==> config.mk <==
export PLATFORM = sky130hd
export DESIGN_NAME = uart_irq_modem_error_status
export DESIGN_NICKNAME = d
export VERILOG_FILES = /design/src/hw/uart_status_pkg.sv /design/src/hw/uart_irq_modem_error_status.sv
export VERILOG_INCLUDE_DIRS = /design/src /design/src/hw
export SDC_FILE = /design/constraint.sdc
export NUM_CORES = 1
export LEC_CHECK = 0
export BUFFER_PORTS_ARGS = -buffer_cell sky130_fd_sc_hd__buf_4
export CORE_UTILIZATION = 37
export DETAILED_ROUTE_END_ITERATION = 10
export GPL_TIMING_DRIVEN = 0
export MAX_ROUTING_LAYER = met4
export PLACE_DENSITY = 0.69
export SYNTH_ARGS = -nofsm -noshare
export SYNTH_HDL_FRONTEND = slang
export SYNTH_SLANG_ARGS = --single-unit
export TNS_END_PERCENT = 5
==> constraint.sdc <==
create_clock -name clk -period 2.75 [get_ports clk]
set_input_delay 0.55 -clock clk [delete_from_list [all_inputs] [get_ports clk]]
set_output_delay 0.55 -clock clk [all_outputs]
set_load 0.05 [all_outputs]
==> src/hw/uart_status_map.svh <==
// Register offsets, field positions and reset values of the serial port status block.
// Included by the package and the design; definitions only.
`ifndef UART_STATUS_MAP_SVH
`define UART_STATUS_MAP_SVH

`define ADDR_W 4
// Register word offsets (byte address = offset)
`define OFS_INT_RAW 4'h0
`define OFS_INT_MASKED 4'h1
`define OFS_INT_ENABLE 4'h2
`define OFS_INT_CLEAR 4'h3
`define OFS_MODEM_SET 4'h4
`define OFS_MODEM_CLR 4'h5
`define OFS_MODEM_OUT 4'h6
`define OFS_MODEM_IN 4'h7
`define OFS_PARITY 4'h8
`define OFS_RX_ERR 4'h9
`define OFS_RX_ERR_CLR 4'ha

// Interrupt source bit positions
`define IRQ_N 12
`define IRQ_ADDR_MATCH 0
`define IRQ_OVERRUN 1
`define IRQ_BREAK 2
`define IRQ_PARITY 3
`define IRQ_FRAMING 4
`define IRQ_RX_TIMEOUT 5
`define IRQ_TX 6
`define IRQ_RX 7
`define IRQ_DSR 8
`define IRQ_DCD 9
`define IRQ_CTS 10
`define IRQ_RI 11

// Modem output bits
`define MOUT_DTR 0
`define MOUT_RTS 1
// Modem input bits
`define MIN_RI 0
`define MIN_DCD 1
`define MIN_DSR 2
`define MIN_CTS 3

// Receive error bits
`define RXE_FRAMING 0
`define RXE_PARITY 1
`define RXE_BREAK 2
`define RXE_OVERRUN 3

`define RST_IRQ_EN 12'h000
`define RST_PARITY 3'h0

`endif

==> src/hw/uart_status_pkg.sv <==
// Types of the serial port status block.
// Assumes uart_status_map.svh is on the include path.
`include "uart_status_map.svh"
package uart_status_pkg;

   typedef enum logic [2:0] {
      parity_off = 3'h0,
      parity_even_sel = 3'h1,
      parity_odd_sel = 3'h2,
      parity_stick_high = 3'h3,
      parity_stick_low = 3'h4
   } parity_mode_e;

   typedef struct packed {
      logic [`ADDR_W-1:0] addr;
      logic [31:0] wdata;
      logic wr;
      logic rd;
   } bus_req_s;

   typedef struct packed {
      logic rx_char_valid;
      logic rx_framing;
      logic rx_parity_bad;
      logic rx_break;
      logic overrun;
   } rx_event_s;

   typedef struct packed {
      logic [`IRQ_N-1:0] raw;
      logic [`IRQ_N-1:0] enable;
      logic [1:0] modem_out;
      logic [3:0] modem_meta;
      logic [3:0] modem_in;
      logic [3:0] modem_prev;
      parity_mode_e parity;
      logic [3:0] rx_err;
      logic [31:0] rdata;
      logic irq;
   } state_s;

endpackage : uart_status_pkg

==> src/hw/uart_irq_modem_error_status.sv <==
// Interrupt, modem handshake, parity mode and receive error status of a serial port.
// Assumes the framing/data engine on the same clock supplies event pulses and the
// received character's error bits, and that modem inputs arrive straight from pins.
//
// Functional notes
// - Per-source enable mask; a disabled source never raises the interrupt output.
// - Twelve sources: address match, overrun, break, parity, framing, timeout, tx, rx, modem.
// - Software reads raw status and masked status separately.
// - Clearing a set of sources drops exactly those latched status bits.
// - Setting DTR or RTS leaves the other handshake output unchanged.
// - Clearing DTR or RTS leaves the other handshake output unchanged.
// - Reading returns asserted state of DTR and RTS as separate flags.
// - RI, DCD, DSR, CTS inputs are sampled and readable as four flags.
// - One parity mode serves transmit insertion and receive checking.
// - Stick modes fix the parity bit; receive checks against that fixed level.
// - Error register holds framing, parity, break, overrun since last clear.
// - Framing, parity, break flags latch from each character as it is read.
// - Overrun flag sets in the cycle the overrun occurs.
// - One clear operation resets all four error flags.
//
// Our own choices: the strobed register port and the register offsets.
`timescale 1ns/10ps
`include "uart_status_map.svh"
module uart_irq_modem_error_status (
   // Clock and reset
   input wire logic clk,
   input wire logic srst,
   // Register port
   input wire logic [`ADDR_W-1:0] addr,
   input wire logic [31:0] wdata,
   input wire logic wr,
   input wire logic rd,
   output logic [31:0] rdata,
   // Events from the serial engine, same clock
   input wire logic addr_match_evt,
   input wire logic rx_timeout_evt,
   input wire logic tx_evt,
   input wire logic rx_evt,
   input wire logic rx_char_read,
   input wire logic rx_char_framing,
   input wire logic rx_char_parity,
   input wire logic rx_char_break,
   input wire logic overrun_evt,
   // Parity service to the serial engine
   input wire logic [7:0] tx_data,
   output logic tx_parity_en,
   output logic tx_parity_bit,
   input wire logic [7:0] rx_data,
   input wire logic rx_parity_in,
   output logic rx_parity_err,
   output uart_status_pkg::parity_mode_e parity_mode,
   // Modem pins
   input wire logic ring_in,
   input wire logic carrier_in,
   input wire logic dsr_in,
   input wire logic cts_in,
   output logic dtr_out,
   output logic rts_out,
   // Interrupt
   output logic irq
);

   uart_status_pkg::state_s st_reg;
   uart_status_pkg::state_s st_next;
   uart_status_pkg::bus_req_s req;
   logic [`IRQ_N-1:0] irq_set;
   logic [3:0] err_set;
   logic [3:0] modem_change;
   logic [`IRQ_N-1:0] masked;

   assign req = '{addr: addr, wdata: wdata, wr: wr, rd: rd};

   // Parity bit for a given byte under the current mode
   function automatic logic parity_of(input logic [7:0] d, input uart_status_pkg::parity_mode_e m);
      logic p;
      p = 1'b0;
      unique case (m)
         uart_status_pkg::parity_even_sel: p = ^d;
         uart_status_pkg::parity_odd_sel: p = ~^d;
         uart_status_pkg::parity_stick_high: p = 1'b1;
         uart_status_pkg::parity_stick_low: p = 1'b0;
         default: p = 1'b0;
      endcase
      return p;
   endfunction : parity_of

   assign parity_mode = st_reg.parity;
   assign tx_parity_en = (st_reg.parity != uart_status_pkg::parity_off);
   assign tx_parity_bit = parity_of(tx_data, st_reg.parity);
   assign rx_parity_err = tx_parity_en &&
                          (rx_parity_in != parity_of(rx_data, st_reg.parity));

   assign masked = st_reg.raw & st_reg.enable;
   assign modem_change = st_reg.modem_in ^ st_reg.modem_prev;

   always_comb begin
      // Error flags: char-borne flags latch on a read character, overrun at once
      err_set = '0;
      err_set[`RXE_FRAMING] = rx_char_read && rx_char_framing;
      err_set[`RXE_PARITY] = rx_char_read && rx_char_parity;
      err_set[`RXE_BREAK] = rx_char_read && rx_char_break;
      err_set[`RXE_OVERRUN] = overrun_evt;
      irq_set = '0;
      irq_set[`IRQ_ADDR_MATCH] = addr_match_evt;
      irq_set[`IRQ_RX_TIMEOUT] = rx_timeout_evt;
      irq_set[`IRQ_TX] = tx_evt;
      irq_set[`IRQ_RX] = rx_evt;
      // Error interrupts fire only on a fresh flag rise, hence the re-arm order
      irq_set[`IRQ_FRAMING] = err_set[`RXE_FRAMING] && !st_reg.rx_err[`RXE_FRAMING];
      irq_set[`IRQ_PARITY] = err_set[`RXE_PARITY] && !st_reg.rx_err[`RXE_PARITY];
      irq_set[`IRQ_BREAK] = err_set[`RXE_BREAK] && !st_reg.rx_err[`RXE_BREAK];
      irq_set[`IRQ_OVERRUN] = err_set[`RXE_OVERRUN] && !st_reg.rx_err[`RXE_OVERRUN];
      irq_set[`IRQ_RI] = modem_change[`MIN_RI];
      irq_set[`IRQ_DCD] = modem_change[`MIN_DCD];
      irq_set[`IRQ_DSR] = modem_change[`MIN_DSR];
      irq_set[`IRQ_CTS] = modem_change[`MIN_CTS];
   end

   always_comb begin
      st_next = st_reg;
      // Two-stage synchroniser on modem pins; only stage two is looked at
      st_next.modem_meta = {cts_in, dsr_in, carrier_in, ring_in};
      st_next.modem_in = st_reg.modem_meta;
      st_next.modem_prev = st_reg.modem_in;
      if (req.wr) begin
         unique case (req.addr)
            `OFS_INT_ENABLE: st_next.enable = req.wdata[`IRQ_N-1:0];
            `OFS_INT_CLEAR: st_next.raw = st_reg.raw & ~req.wdata[`IRQ_N-1:0];
            `OFS_MODEM_SET: st_next.modem_out = st_reg.modem_out | req.wdata[1:0];
            `OFS_MODEM_CLR: st_next.modem_out = st_reg.modem_out & ~req.wdata[1:0];
            `OFS_PARITY: begin
               // Unknown codes are ignored so the mode is always legal
               if (req.wdata[2:0] <= 3'h4) begin
                  st_next.parity = uart_status_pkg::parity_mode_e'(req.wdata[2:0]);
               end
            end
            `OFS_RX_ERR_CLR: st_next.rx_err = '0;
            default: ;
         endcase
      end
      // Sets win over a same-cycle clear
      st_next.raw = st_next.raw | irq_set;
      st_next.rx_err = st_next.rx_err | err_set;
      st_next.irq = |(st_next.raw & st_next.enable);
      st_next.rdata = '0;
      if (req.rd) begin
         unique case (req.addr)
            `OFS_INT_RAW: st_next.rdata = 32'(st_reg.raw);
            `OFS_INT_MASKED: st_next.rdata = 32'(masked);
            `OFS_INT_ENABLE: st_next.rdata = 32'(st_reg.enable);
            `OFS_MODEM_OUT: st_next.rdata = 32'(st_reg.modem_out);
            `OFS_MODEM_IN: st_next.rdata = 32'(st_reg.modem_in);
            `OFS_PARITY: st_next.rdata = 32'(st_reg.parity);
            `OFS_RX_ERR: st_next.rdata = 32'(st_reg.rx_err);
            default: st_next.rdata = '0;
         endcase
      end
      if (srst) begin
         st_next = '0;
         st_next.enable = `RST_IRQ_EN;
         st_next.parity = uart_status_pkg::parity_mode_e'(`RST_PARITY);
      end
   end

   always_ff @(posedge clk) begin
      st_reg <= st_next;
   end

   assign rdata = st_reg.rdata;
   assign irq = st_reg.irq;
   assign dtr_out = st_reg.modem_out[`MOUT_DTR];
   assign rts_out = st_reg.modem_out[`MOUT_RTS];

endmodule : uart_irq_modem_error_status

==> flow_summary.ini <==
[die]
dieHeight_microns = 89.9
dieWidth_microns = 89.9
initial_utilization_pct = 38.8
die_area_sq_mm = 0.00808
rows = 31
io_pins = 111
design.core.area_sq_mm = 0.00737

[logic_synthesis]
synth_xor_area_share_pct = 5.52
syn_area_per_cell_sq_um = 8.74
synthTopCellsByArea = dfxtp_1 (41%), buf_4 (9.2%), a21oi_1 (6.1%)
synth_top_family_by_area = simple AND/OR/NAND/NOR gates
synth-edff-count = 0
synth_top_area_share_pct = 40.6
synth_warnings = 0
synthTopCellsByCount = dfxtp_1 (58), nor2_1 (44), a21oi_1 (35), buf_4 (35), nand2_1 (20)
synth.area.mux_share_pct = 6.09
synth-compound-area-share_pct = 14.8
yosys.area_share.adder_pct = 0
ys_ff_latch = 58
postSynthCellCount = 327
yosysTopAreaCell = dfxtp_1
synth_most_common_cell = dfxtp_1
syn_area_sq_mm = 0.00286
ys_async_sr_fraction_pct = 0
ys_seq_area_share_pct = 40.6
yosysUniqueCellTypes = 43
synth-simple-area-share_pct = 20.2
synth_ff_type = dfxtp_1

[cts]
clock_latency_ns = 0.34
htreeDepth = 3
tritoncts = yes
cts.path.max_buffers = 2
cts-buffers-inserted = 9
cts_resized = 0
clockRootBuffer = clkbuf_8
hold_buffers = 0
cts_setup_buffers = 0
clk_pin_slew_worst_paths_ns = 0.06
cts_sinks = 58

[timing]
period_share_pct = 88.8
rsz0062_at_grt = no
hold_viol_final = 0
tightest_slew_ns = 0.628
finClkSkew_ns = 0.00766
setup_tns_ns = 0
setup_violations = 0
timing.fmax_mhz = 410
maxSlewHeadroom_pct = 57.6
finalMaxSlewViolations = 0
min_period_ns = 2.44

[global_route]
grt_max_degree = 11
grt_pass1_vias = 2426
globalRoute.totalOverflow = 0
antenna_found_initial = 0
grt_pass1_wl_mm = 11.7
grtUsageTotal_pct = 19.1

[hold_path]
whs_path_depth = 2
hold_start = carrier_in
worstHoldPathType = primary input to register
whs_endpoint = st_reg[49]

[critical_path]
r2r_slack_ns = 1.43
rr_worst_depth = 5
worstPathArrival_ns = 1.89
r2r_start = st_reg[45]
cp.required_ns = 2.20
cp-end-kind = output pin
critical_path.startpoint_type = primary input
crit_fanout = 3
rr_endpoint = irq
worstSetupPathType = primary input to output pin

[route]
route.met2.wl_mm = 3.46
vias_per_cell = 4.70
routed.top_layer = met4
ant_nets = 0
drc_errors = 0
wire_per_inst_microns = 13.3
met1_length_mm = 3.13
drt_iter0_markers = 177
routed_wl_mm = 7.05
met3RoutedLength_microns = 376
first_pass_iters = 4
num_vias = 2487

[pwr]
ir_worst_vdd_mv = 0.264
p_leak_nw = 1.64
power_density_mw_per_mm2 = 539

[layout]
largest_reg_flops = 40
final_cells = 529
area_growth_pct = 32.3
nets = 496
drive_above_1_share_pct = 33.5
n_antenna_cell = 0

[placement]
place_hpwl_mm = 5.36
globalplace.congestion = 0.887
dpl.cell_count = 514
portBuffers = 69

[outcome]
outcome = finished clean

[run]
drv_cap = 0
## logic make-up (layout without fill, tap and decap cells)
logic type | after synthesis | count (layout)
other | 1 | 20
AND/OR/NAND/NOR | 113 | 113
XOR/XNOR | 18 | 18
multiplexers | 17 | 17
flip-flops | 58 | 58
buffers and inverters | 52 | 136
AO/OA/AOI/OAI | 68 | 68
## worst max-delay path, cell delays in order
cell and delay (ns):
buf_4 0.11, xnor2_1 0.18, xnor2_1 0.10, xnor2_1 0.29
nor3b_1 0.10, o31ai_1 0.25, o31ai_2 0.11, buf_4 0.20
## report_power, final
group          internal (W)  switching (W)
logic              0.000147       0.000200
registers          0.000870      0.0000185
clock network      0.000486       0.000316
total               0.00150       0.000534
## placed cells by master, fill, tap and decap left out, types with 2 or more instances in the layout
cell type	Yosys	routed
buf_4	35	104
dfxtp_1	58	58
nor2_1	44	44
a21oi_1	35	35
nand2_1	20	20
conb_1	1	20
xnor2_1	14	14
mux2i_1	14	14
nor2b_1	14	14
o21ai_0	12	12
clkbuf_8	0	12
clkbuf_1	8	9
nor2_2	8	8
nand3_1	4	4
xor2_1	4	4
nor3_1	4	4
nor3b_1	3	3
buf_6	3	3
and2_1	3	3
and3_1	3	3
o22a_1	3	3
a31oi_1	3	3
o32ai_1	3	3
mux2_2	3	3
or3_1	2	2
and3b_1	2	2
buf_1	2	2
inv_2	2	2
a311oi_1	2	2
o221a_2	2	2
a221oi_1	2	2
## stage by stage
step	worst slack, ns	instance area (sq um)	util, %	total power (W)	hold slack, ns
final	0.308	3780	51.3	0.00204	0.425
after detailed placement	0.302	3580	48.5	0.00125	0.422
after CTS	0.291	3780	51.3	0.00205	0.419
after global placement	0.334	3580	48.5	0.00125	0.421
after floorplan	0.271	2930	-	0.00114	0.414
after global routing	0.210	3780	51.3	0.00212	0.408
## worst max path at each step
stage / from / endpoint / slack [ns] / cells past startpoint
floorplan: rx_data[7] / rx_parity_err / 0.27 / 5
CTS: rx_data[7] / rx_parity_err / 0.29 / 8
global route: rx_data[7] / rx_parity_err / 0.21 / 8
global placement: rx_data[7] / rx_parity_err / 0.33 / 8
detailed placement: rx_data[7] / rx_parity_err / 0.30 / 8
finish: rx_data[7] / rx_parity_err / 0.31 / 8
## layout make-up
cell class,count,area (sq um)
Clock inverter,2,35.0
Tap cell,99,124
Sequential cell,58,1160
Clock buffer,13,169
Timing Repair Buffer,69,518
Multi-Input combinational cell,236,1410
Inverter,2,7.51
Buffer,50,354
Fill cell,745,3590
## layer usage
| metal | up-vias | GRT usage, % |
|---|---|---|
| met3 | 7 | 5.33 |
| met5 | - | - |
| met2 | 64 | 31.9 |
| met1 | 1154 | 22.6 |
| li1 | 1262 | - |
| met4 | 0 | 5.65 |
Power figures use the tool's default switching activity.
